### src/hdl/pab_pkg.sv
// register map, field layout and helpers for the port arbitration and
// power budget register bank.
// assumes a 32-bit apb slave with a 12-bit byte address.
package pab_pkg;

  // ----------------------------------------------------------------------
  // bus widths
  // ----------------------------------------------------------------------
  localparam int ADDR_W = 12;
  localparam int DATA_W = 32;
  localparam int STRB_W = 4;

  // ----------------------------------------------------------------------
  // register offsets
  // ----------------------------------------------------------------------
  localparam logic [11:0] OFF_ARB_TABLE_WORD_1 = 12'h224;
  localparam logic [11:0] OFF_ARB_TABLE_WORD_2 = 12'h228;
  localparam logic [11:0] OFF_ARB_TABLE_WORD_3 = 12'h22c;
  localparam logic [11:0] OFF_BUDGET_CAP_HDR   = 12'h280;
  localparam logic [11:0] OFF_BUDGET_DATA_SEL  = 12'h284;
  localparam logic [11:0] OFF_BUDGET_READBACK  = 12'h288;
  localparam logic [11:0] OFF_BUDGET_UNLOCK    = 12'h290;
  localparam logic [11:0] OFF_BUDGET_WORD_BASE = 12'h300;
  localparam logic [11:0] OFF_BUDGET_WORD_LAST = 12'h31c;

  // ----------------------------------------------------------------------
  // field layout
  // ----------------------------------------------------------------------
  localparam int SLOT_W          = 4;
  localparam int SLOTS_PER_WORD  = 8;
  localparam int TABLE_WORDS     = 3;
  localparam int FIRST_SLOT      = 8;
  localparam int CAP_ID_LSB      = 0;
  localparam int CAP_ID_W        = 16;
  localparam int CAP_VER_LSB     = 16;
  localparam int CAP_VER_W       = 4;
  localparam int NEXT_PTR_LSB    = 20;
  localparam int NEXT_PTR_W      = 12;
  localparam int SEL_W           = 8;
  localparam int WORD_IDX_W      = 3;
  localparam int BUDGET_WORDS    = 8;
  localparam int UNLOCK_BIT      = 0;

  // ----------------------------------------------------------------------
  // reset values and codes
  // ----------------------------------------------------------------------
  localparam logic [31:0] TABLE_RESET    = 32'h0000_0000;
  localparam logic [31:0] CAP_HDR_RESET  = 32'h0000_0000;
  localparam logic [7:0]  SEL_RESET      = 8'h00;
  localparam logic [7:0]  SEL_LAST_WORD  = 8'h07;
  localparam logic [15:0] CAP_ID_BUDGET  = 16'h0004;
  localparam logic [3:0]  CAP_VER_ONE    = 4'h1;
  localparam logic [3:0]  PORT_UPSTREAM  = 4'h0;
  localparam logic [3:0]  PORT_TWO       = 4'h2;
  localparam logic [3:0]  PORT_FOUR      = 4'h4;

  // a slot naming a port outside this set is skipped by the arbiter
  function automatic logic validPort(input logic [3:0] code);
    validPort = (code == PORT_UPSTREAM) || (code == PORT_TWO) || (code == PORT_FOUR);
  endfunction

  // merge write data into an old word under the byte strobes
  function automatic logic [31:0] applyStrobe(input logic [31:0] oldVal,
                                              input logic [31:0] newVal,
                                              input logic [3:0]  strb);
    logic [31:0] res;
    res = oldVal;
    for (int b = 0; b < 4; b++)
    begin
      if (strb[b])
        res[8*b +: 8] = newVal[8*b +: 8];
    end
    applyStrobe = res;
  endfunction

endpackage

### src/hdl/pab_word_mem.sv
// eight-word store for the power budget data values.
// assumes writes are already qualified; contents are not reset.
`timescale 1ns/1ps
module pab_word_mem (
  // clock and reset
  input  wire logic        clock,
  input  wire logic        rst,
  // write port
  input  wire logic        we,
  input  wire logic [2:0]  waddr,
  input  wire logic [31:0] wdata,
  // read port
  input  wire logic [2:0]  raddr,
  output logic      [31:0] rdata
);

  logic [31:0] store [0:7];

  // ----------------------------------------------------------------------
  // storage
  // ----------------------------------------------------------------------
  // no reset on the array: the words keep their value like sticky bits
  always_ff @(posedge clock)
  begin
    if (we)
      store[waddr] <= wdata;
  end

  always_ff @(posedge clock or posedge rst)
  begin
    if (rst)
      rdata <= 32'h0000_0000;
    else
      rdata <= store[raddr];
  end

endmodule

### src/hdl/pab_slot_check.sv
// flags which slots of one arbitration table word name a usable port.
// assumes the word comes straight from the table registers.
`timescale 1ns/1ps
module pab_slot_check (
  // table word
  input  wire logic [31:0] tableWord,
  // per-slot flags
  output logic      [7:0]  slotValid
);

  always_comb
  begin
    for (int s = 0; s < pab_pkg::SLOTS_PER_WORD; s++)
      slotValid[s] = pab_pkg::validPort(tableWord[s*pab_pkg::SLOT_W +: pab_pkg::SLOT_W]);
  end

endmodule

### src/hdl/pab_regs.sv
// apb register bank: arbitration slots 8..31 and the power budget block.
// assumes a single clock, an apb3/4 master, and an external arbiter that
// reads the table and slot flags from the output ports.
//
// The implementer's own choice: the APB slave port.
`timescale 1ns/1ps

// How it works
// - each table word holds eight 4-bit port slots, low nibble first, reset zero
// - slots 8 to 31 live in three consecutive words, slot n at nibble n mod 8
// - header bits 15:0 report the capability identifier once loaded
// - header bits 19:16 report the version, bits 31:20 the next pointer
// - the 8-bit selector picks which budget data word appears in the readback
// - slot codes 0, 2 and 4 are ports; other codes are skipped at once
// - a valid selector returns the budget data word of that index
// - budget data words accept writes only while the unlock bit is set
module pab_regs (
  // clock and reset
  input  wire logic        clock,
  input  wire logic        rst,
  // apb slave
  input  wire logic        psel,
  input  wire logic        penable,
  input  wire logic        pwrite,
  input  wire logic [11:0] paddr,
  input  wire logic [31:0] pwdata,
  input  wire logic [3:0]  pstrb,
  output logic      [31:0] prdata,
  output logic             pready,
  output logic             pslverr,
  // arbitration table towards the arbiter
  output logic      [95:0] arbTable,
  output logic      [23:0] arbSlotValid
);

  typedef enum logic [1:0] {
    ST_IDLE   = 2'b00,
    ST_FETCH  = 2'b01,
    ST_ANSWER = 2'b10
  } pab_phase_type;

  // ----------------------------------------------------------------------
  // state
  // ----------------------------------------------------------------------
  pab_phase_type phase_r;
  pab_phase_type phase_nxt;
  logic [31:0]   arbWord_r [0:2];
  logic [31:0]   capHdr_r;
  logic [7:0]    dataWordSelector_r;
  logic          budgetWordUnlock_r;
  logic [31:0]   prdata_r;
  logic [31:0]   prdata_nxt;
  logic          err_r;
  logic          err_nxt;
  logic [31:0]   memRdata;
  logic [2:0]    memRaddr;
  logic          memWe;
  logic          isBudgetWord;
  logic          isTable;
  logic [1:0]    tableIdx;
  logic          mapped;
  logic          wrTake;
  logic [31:0]   readbackVal;

  // ----------------------------------------------------------------------
  // address decode
  // ----------------------------------------------------------------------
  assign isBudgetWord = (paddr >= pab_pkg::OFF_BUDGET_WORD_BASE)
                     && (paddr <= pab_pkg::OFF_BUDGET_WORD_LAST)
                     && (paddr[1:0] == 2'b00);
  assign isTable      = (paddr == pab_pkg::OFF_ARB_TABLE_WORD_1)
                     || (paddr == pab_pkg::OFF_ARB_TABLE_WORD_2)
                     || (paddr == pab_pkg::OFF_ARB_TABLE_WORD_3);
  assign tableIdx     = 2'(paddr[3:2] - pab_pkg::OFF_ARB_TABLE_WORD_1[3:2]);
  assign mapped       = isTable || isBudgetWord
                     || (paddr == pab_pkg::OFF_BUDGET_CAP_HDR)
                     || (paddr == pab_pkg::OFF_BUDGET_DATA_SEL)
                     || (paddr == pab_pkg::OFF_BUDGET_READBACK)
                     || (paddr == pab_pkg::OFF_BUDGET_UNLOCK);

  // ----------------------------------------------------------------------
  // apb handshake: one wait state on every transfer
  // ----------------------------------------------------------------------
  // the wait state gives the memory read and the readback mux a flop each
  always_comb
  begin
    phase_nxt = phase_r;
    unique case (phase_r)
      ST_IDLE:   if (psel && !penable) phase_nxt = ST_FETCH;
      ST_FETCH:  phase_nxt = ST_ANSWER;
      ST_ANSWER: phase_nxt = ST_IDLE;
      default:   phase_nxt = ST_IDLE;
    endcase
  end

  always_ff @(posedge clock or posedge rst)
  begin
    if (rst)
      phase_r <= ST_IDLE;
    else
      phase_r <= phase_nxt;
  end

  assign pready  = psel && penable && (phase_r == ST_ANSWER);
  assign pslverr = pready && err_r;
  assign wrTake  = pready && pwrite && !err_r;
  assign prdata  = prdata_r;

  // ----------------------------------------------------------------------
  // read data and error capture
  // ----------------------------------------------------------------------
  assign readbackVal = (dataWordSelector_r > pab_pkg::SEL_LAST_WORD) ? 32'h0000_0000 : memRdata;

  always_comb
  begin
    prdata_nxt = prdata_r;
    err_nxt    = err_r;
    if (phase_r == ST_FETCH)
    begin
      err_nxt    = !mapped;
      prdata_nxt = 32'h0000_0000;
      if (!pwrite)
      begin
        if (isTable)
          prdata_nxt = arbWord_r[tableIdx];
        else if (isBudgetWord)
          prdata_nxt = memRdata;
        else if (paddr == pab_pkg::OFF_BUDGET_CAP_HDR)
          prdata_nxt = capHdr_r;
        else if (paddr == pab_pkg::OFF_BUDGET_DATA_SEL)
          prdata_nxt = {24'h00_0000, dataWordSelector_r};
        else if (paddr == pab_pkg::OFF_BUDGET_READBACK)
          prdata_nxt = readbackVal;
        else if (paddr == pab_pkg::OFF_BUDGET_UNLOCK)
          prdata_nxt = {31'h0000_0000, budgetWordUnlock_r};
      end
    end
  end

  always_ff @(posedge clock or posedge rst)
  begin
    if (rst)
    begin
      prdata_r <= 32'h0000_0000;
      err_r    <= 1'b0;
    end
    else
    begin
      prdata_r <= prdata_nxt;
      err_r    <= err_nxt;
    end
  end

  // ----------------------------------------------------------------------
  // arbitration table
  // ----------------------------------------------------------------------
  always_ff @(posedge clock or posedge rst)
  begin
    if (rst)
    begin
      for (int w = 0; w < pab_pkg::TABLE_WORDS; w++)
        arbWord_r[w] <= pab_pkg::TABLE_RESET;
    end
    else if (wrTake && isTable)
      arbWord_r[tableIdx] <= pab_pkg::applyStrobe(arbWord_r[tableIdx], pwdata, pstrb);
  end

  for (genvar g = 0; g < pab_pkg::TABLE_WORDS; g++)
  begin : g_word
    assign arbTable[g*32 +: 32] = arbWord_r[g];
    pab_slot_check u_check (
      .tableWord (arbWord_r[g]),
      .slotValid (arbSlotValid[g*8 +: 8])
    );
  end

  // ----------------------------------------------------------------------
  // capability header, selector, unlock
  // ----------------------------------------------------------------------
  // header fields are lockable: only a write while the unlock bit is set may change them
  always_ff @(posedge clock or posedge rst)
  begin
    if (rst)
      capHdr_r <= pab_pkg::CAP_HDR_RESET;
    else if (wrTake && (paddr == pab_pkg::OFF_BUDGET_CAP_HDR) && budgetWordUnlock_r)
      capHdr_r <= pab_pkg::applyStrobe(capHdr_r, pwdata, pstrb);
  end

  always_ff @(posedge clock or posedge rst)
  begin
    if (rst)
      dataWordSelector_r <= pab_pkg::SEL_RESET;
    else if (wrTake && (paddr == pab_pkg::OFF_BUDGET_DATA_SEL) && pstrb[0])
      dataWordSelector_r <= pwdata[7:0];
  end

  always_ff @(posedge clock or posedge rst)
  begin
    if (rst)
      budgetWordUnlock_r <= 1'b0;
    else if (wrTake && (paddr == pab_pkg::OFF_BUDGET_UNLOCK) && pstrb[0])
      budgetWordUnlock_r <= pwdata[pab_pkg::UNLOCK_BIT];
  end

  // ----------------------------------------------------------------------
  // budget data words
  // ----------------------------------------------------------------------
  // the single read port serves direct reads while one is addressed,
  // otherwise it follows the selector for the readback register
  assign memRaddr = (psel && isBudgetWord) ? paddr[4:2] : dataWordSelector_r[2:0];
  assign memWe    = wrTake && isBudgetWord && budgetWordUnlock_r && (pstrb == 4'hf);

  pab_word_mem u_mem (
    .clock (clock),
    .rst   (rst),
    .we    (memWe),
    .waddr (paddr[4:2]),
    .wdata (pwdata),
    .raddr (memRaddr),
    .rdata (memRdata)
  );
endmodule

### config.mk
export PLATFORM = sky130hd
export DESIGN_NAME = pab_regs
export DESIGN_NICKNAME = d
export VERILOG_FILES = /design/src/hdl/pab_pkg.sv /design/src/hdl/pab_word_mem.sv /design/src/hdl/pab_slot_check.sv /design/src/hdl/pab_regs.sv
export SDC_FILE = /design/constraint.sdc
export NUM_CORES = 1
export LEC_CHECK = 0
export BUFFER_PORTS_ARGS = -buffer_cell sky130_fd_sc_hd__buf_2
export CAP_MARGIN = 20
export CORE_ASPECT_RATIO = 0.6
export CORE_MARGIN = 8
export CORE_UTILIZATION = 48
export DETAILED_ROUTE_END_ITERATION = 10
export GPL_TIMING_DRIVEN = 0
export PLACE_DENSITY = 0.67
export SLEW_MARGIN = 20
export SYNTH_ARGS = -nofsm -noshare
export SYNTH_HDL_FRONTEND = slang
export SYNTH_SLANG_ARGS = --single-unit
export TNS_END_PERCENT = 5
### constraint.sdc
create_clock -name clock -period 15.4 [get_ports clock]
set_input_delay 3.08 -clock clock [delete_from_list [all_inputs] [get_ports clock]]
set_output_delay 3.08 -clock clock [all_outputs]
set_load 0.01 [all_outputs]
# Word level (Yosys, flattened, before mapping)
# Memory sizes are Yosys's and may differ from the RTL's. A register that Yosys moved wholly into a read port is not among the register bits.
# Cells that the tools add are included.
[word_totals] reg_bits=172 ramBits=256 in_bits=53 out_inout_bits=154 elab_cells=214 n_memories=1
[memory_table] memory="u_mem.store" words=8 word_bits=32 rd=1 rd_clocked_by_memory_dff=1 wr=1 line_no="pab_word_mem.sv:17" rtl="logic [31:0] store [0:7];"
[classes] n_addsub=1 magnitude_cmp=5 eq_ne=59 n_mux=27 bitwise=1 reduce_logical=108
[op_table] cell="32-bit 2-to-1 mux" count=10
[op_table] cell="96-bit bitwise mux" count=1
[op_table] cell="4-bit by 2-bit equality test with 1-bit output (second input constant)" count=24
[op_table] cell="4-bit by 3-bit equality test with 1-bit output (second input constant)" count=24
[op_table] cell="4-bit logical NOT" count=24
[op_table] cell="12-bit by 10-bit equality test with 1-bit output (second input constant)" count=7
[op_table] cell="32-bit binary-select mux with 2-bit select" count=1
[op_table] cell="32-bit demux with 2-bit select" count=1
[op_table] cell="8-bit 2-to-1 mux" count=8
[op_table] cell="1-bit logical OR" count=55
[op_table] cell="1-bit logical AND" count=20
[op_table] cell="12-bit by 10-bit >= comparator with 1-bit output (second input constant)" count=1
[op_table] cell="12-bit by 10-bit less-or-equal comparator with 1-bit output (second input constant)" count=1
[op_table] cell="8-bit by 3-bit greater-than comparator with 1-bit output (second input constant)" count=1
[op_table] cell="2-bit AND reduction" count=4
[op_table] cell="4-bit equality test (second input constant)" count=1
[op_table] cell="2-bit logical NOT" count=2
[op_table] cell="2-bit one-hot mux with 2 select lines" count=1
[op_table] cell="3-bit >= comparator (second input constant)" count=1
[op_table] cell="1-bit logical NOT" count=3
[op_table] cell="3-bit by 1-bit < comparator with 1-bit output (second input constant)" count=1
[op_table] cell="1-bit 2-to-1 mux" count=3
[op_table] cell="3-bit 2-to-1 mux" count=1
[op_table] cell="2-bit inverter with 3-bit output" count=1
[op_table] cell="5 further kinds" count=5

# Longest topological paths before layout
[depth] depth_word=9 depth_mapped=11

# Modules after synthesis
# From an unflattened synthesis, not the netlist that was laid out.
[unflattened] cells_unflattened=1229 hier_area_um2=19145.9
[modules_own_cells] module="pab_word_mem" n_inst=1 cells_each=416 area_each_um2=10630.2 seq_area_each_um2=8488.1
[modules_own_cells] module="pab_regs" n_inst=1 cells_each=789 area_each_um2=8215.4 seq_area_each_um2=4304.1
[modules_own_cells] module="pab_slot_check" n_inst=3 cells_each=8 area_each_um2=100.1 seq_area_each_um2=0.0

# Worst setup path before layout
# No wires, ideal clock.
[synth_path] path_type="input port to flip-flop" start="input port pstrb[0]" end="memory u_mem.store[0][0] (enable)" t_arrival_ps=6368 required_ps=14939 slack_ps=8571 cell_stages=5 path_buffers=1 cell_sequence="clkbuf_1 nand4b_1 nor3_1 nand2_1 nor3_1"
[synth_via] elab_chain_cells=4
[synth_lines] item="from (decl)" line_no="pab_regs.sv:27" rtl="input wire logic [3:0] pstrb,"
[synth_lines] item="4-bit equality test" line_no="pab_regs.sv:211" rtl="assign memWe = wrTake && isBudgetWord && budgetWordUnlock_r && (pstrb == 4'hf);"
[synth_lines] item="1-bit logical AND" line_no="pab_regs.sv:211"
[synth_lines] item="1-bit 2-to-1 mux" line_no="pab_word_mem.sv:25" rtl="if (we)"
[synth_lines] item="1-bit 2-to-1 mux (implied by the code)" line_no="pab_word_mem.sv:26" rtl="store[waddr] <= wdata;"
[synth_lines] item="to (decl)" line_no="pab_word_mem.sv:17"
# No other way between the ends.

# Worst setup path after layout
[layout_path] start="input port psel" end="output port pslverr"
[layout_via] elab_chain_cells=3
[layout_lines] item="from (decl)" line_no="pab_regs.sv:22" rtl="input wire logic psel,"
[layout_lines] item="1-bit logical AND (2 in a row)" line_no="pab_regs.sv:104" rtl="assign pready = psel && penable && (phase_r == ST_ANSWER);"
[layout_lines] item="1-bit logical AND" line_no="pab_regs.sv:105" rtl="assign pslverr = pready && err_r;"
[layout_lines] item="to (decl)" line_no="pab_regs.sv:30" rtl="output logic pslverr,"
# No other way between the ends.

==> qor.csv <==
stage,metric,value,unit
run_status,status,finished clean,
synthesis,ys_ff_latch,460,
synthesis,synth-main-ff-cell,edfxtp_1,
final_layout,final_cell_mix,"mux2i_1, edfxtp_1, buf_2",
detailed_routing,wirelength,53400,um
timing,tightest_slew,967,ps
clocking,clk_path_buf_depth,3,
final_layout,fin_area,22700,um2
power_and_ir_drop,p_leak,10.3,nW
clocking,tritoncts,yes,
detailed_routing,drc_errors,0,
detailed_routing,viasPerCell,5.80,
global_routing,grt_max_degree,98,
critical_path,r2r_slack,12150,ps
run,maxCapViolCount,0,
synthesis,syn_area_per_cell,14.0,um2
global_routing,grt_overflow,0,
global_routing,grt_pass1_vias,12500,
critical_path,critical_path_class,in2out,
clocking,cts_made_buffers,41,
synthesis,synth_edf_count,256,
global_routing,grt_usage,22.5,%
timing,fin_ws,8450,ps
critical_path,worstPathMaxFanout,4,
timing,fmax,0.144,GHz
min_path,hp-class,reg2reg,
final_layout,fillers,3216,
critical_path,crit_cells,4,
global_routing,grt_pass1_wl,80000,um
power_and_ir_drop,powerDensity,105,nW/um2
synthesis,synth_cell_type_count,46,
floorplan,die_area,47300,um2
critical_path,worstPathArrival,3870,ps
detailed_routing,drt_first_iter_violations,1161,
floorplan,die_w,275,um
placement,pre_cts_ws,8460,ps
clocking,cts.sinks,460,
detailed_routing,num_vias,12800,
clocking,clockRootBuffer,clkbuf_16,
placement,hpwlAfterDp,38900,um
power_and_ir_drop,vdd_drop_max,95.4,uV
critical_path,slowest_stage,and4b_1,
clocking,clk_pin_slew,70,ps
clocking,h-tree-depth,2,
placement,gp_congestion,0.917,
synthesis,synth_cells,1381,
floorplan,core_area,40200,um2
synthesis,async_flop_share,44.3,%
floorplan,start_util,48.3,%
critical_path,slowest_delay,320,ps
synthesis,synth_top_area_cell,edfxtp_1,
final_layout,layout-drive-gt1-share,23.4,%
timing,setup_tns,0,ps
critical_path,crit_chain,buf_2 -> and4b_1 -> and2_1 -> buf_2,
synthesis,synth.net_count,1438,
critical_path,critical_path_buf_inv_count,2,
timing,setup_violations,0,
synthesis,yosys.area.top_type_share,39.6,%
critical_path,cp-start-kind,primary input,
synthesis,yosysSeqAreaShare,66.0,%
synthesis,yosys_warnings,0,
critical_path,cp-end-kind,primary output,
timing,maxSlewViolCount,0,
detailed_routing,firstDrtPassIters,7,
timing,fin_crit_sh,45.1,%
timing,hold_ws,448,ps
detailed_routing,wl_per_cell,24.3,um
critical_path,crit_family,simple AND/OR/NAND/NOR gates,
clocking,clk_latency,540,ps
min_path,min_path_cells,1,
final_layout,nNetsFinal,1698,
clocking,cts.hold.buffers_added,0,
placement,place.port_buffers,201,
floorplan,row_count,57,
timing,period_needed,6950,ps
placement,placed_area,21400,um2
timing,rsz0062_at_grt,no,
timing,final.setup_skew,12.3,ps
timing,hold_violations,0,
clocking,cts-resized-gates,0,
critical_path,rr_worst_depth,8,
synthesis,synth.cell_area,19400,um2
final_layout,utilization,56.4,%
critical_path,cp.required,12320,ps
clocking,cts_setup_buffers,0,
synthesis,netlist_top_cells_area,"edfxtp_1, dfrtp_1, mux2i_1, mux2_2, o21ai_0",
timing,slew_headroom,35.5,%
floorplan,io_pins,207,
floorplan,die_h,172,um
critical_path,cpMostUsedCell,buf_2,
final_layout,area_growth,16.9,%
global_routing,grt_antenna_before_repair,4,
detailed_routing,antenna_left,0,
==> final timing paths <==
| kind | start | to |
|---|---|---|
| max | psel | pslverr |
| min reg2reg | phase_r[1]$_DFFE_PP0P_ | phase_r[0]$_DFFE_PP0P_ |
| max reg2reg | phase_r[0]$_DFFE_PP0P_ | u_mem.store[1][17]$_DFFE_PP_ |
| min in group asynchronous | rst | arbTable[78]$_DFFE_PP0P_ |
| min | phase_r[1]$_DFFE_PP0P_ | phase_r[0]$_DFFE_PP0P_ |
| max in group asynchronous | rst | arbTable[84]$_DFFE_PP0P_ |
==> cell usage after synthesis (8+ instances only) <==
master    number
clkbuf_1      50
inv_1          8
o21ai_0      164
a221oi_1      24
a21oi_1       10
edfxtp_1     256
buf_12        12
dfrtp_1      204
mux2_2        73
o21ai_1       30
nor2_1        22
mux2i_1      256
a211oi_1      31
nand2_1      173
==> cell type report <==
type                            instances  area [um2]  area share [%]
Buffer                                 81         554            2.45
Timing Repair Buffer                  217        1280            5.64
Sequential cell                       460       12800            56.4
Multi-Input combinational cell        832        6070            26.8
Tap cell                              531         664            2.93
Inverter                                8        37.5           0.166
Antenna cell                            1        2.50          0.0110
Clock inverter                         21         173           0.762
Clock buffer                           51        1090            4.83
==> report_power, final <==
| part | internal [W] | total [W] | switching, W |
|---|---|---|---|
| combinational | 0.0000186 | 0.0000755 | 0.0000569 |
| clock | 0.000553 | 0.000994 | 0.000441 |
| sequential | 0.00130 | 0.00130 | 0.00000102 |
| total | 0.00187 | 0.00237 | 0.000499 |
==> flip-flops by register name (all words and copies together) (netlist names) <==
name / cells
err_r: 1
arbTable: 96
phase_r: 2
u_mem.rdata: 32
prdata: 32
dataWordSelector_r: 8
capHdr_r: 32
u_mem.store: 256
budgetWordUnlock_r: 1
==> through the flow <==
stage                     total power, W  instances
final                            0.00237       2202
after global routing             0.00244       2201
after CTS                        0.00239       2201
after detailed placement         0.00140       2129
after global placement           0.00140       2113
after floorplan                  0.00136       1381
==> routing by layer <==
layer	global-route usage, %	vias to the layer above	routed length [um]	share of wire (%)
li1	-	5663	-	-
met1	33.8	6602	25000	47
met2	33.3	426	23300	44
met3	5.50	67	4200	7.9
met4	4.32	6	818	1.5
met5	0	-	38	0.071
==> cells by family (layout without fill, tap and decap cells) <==
group,Yosys count,count (layout),share of synthesized area (%)
buffers and inverters,89,378,3.01
adders and majority gates,4,4,0.258
muxes,330,330,17.6
AOI/OAI and AO/OA,265,265,7.84
and+or+nand+nor,233,233,5.34
other,0,1,0
DFF,460,460,66.0
No activity file was read; power rests on OpenSTA's default activity.
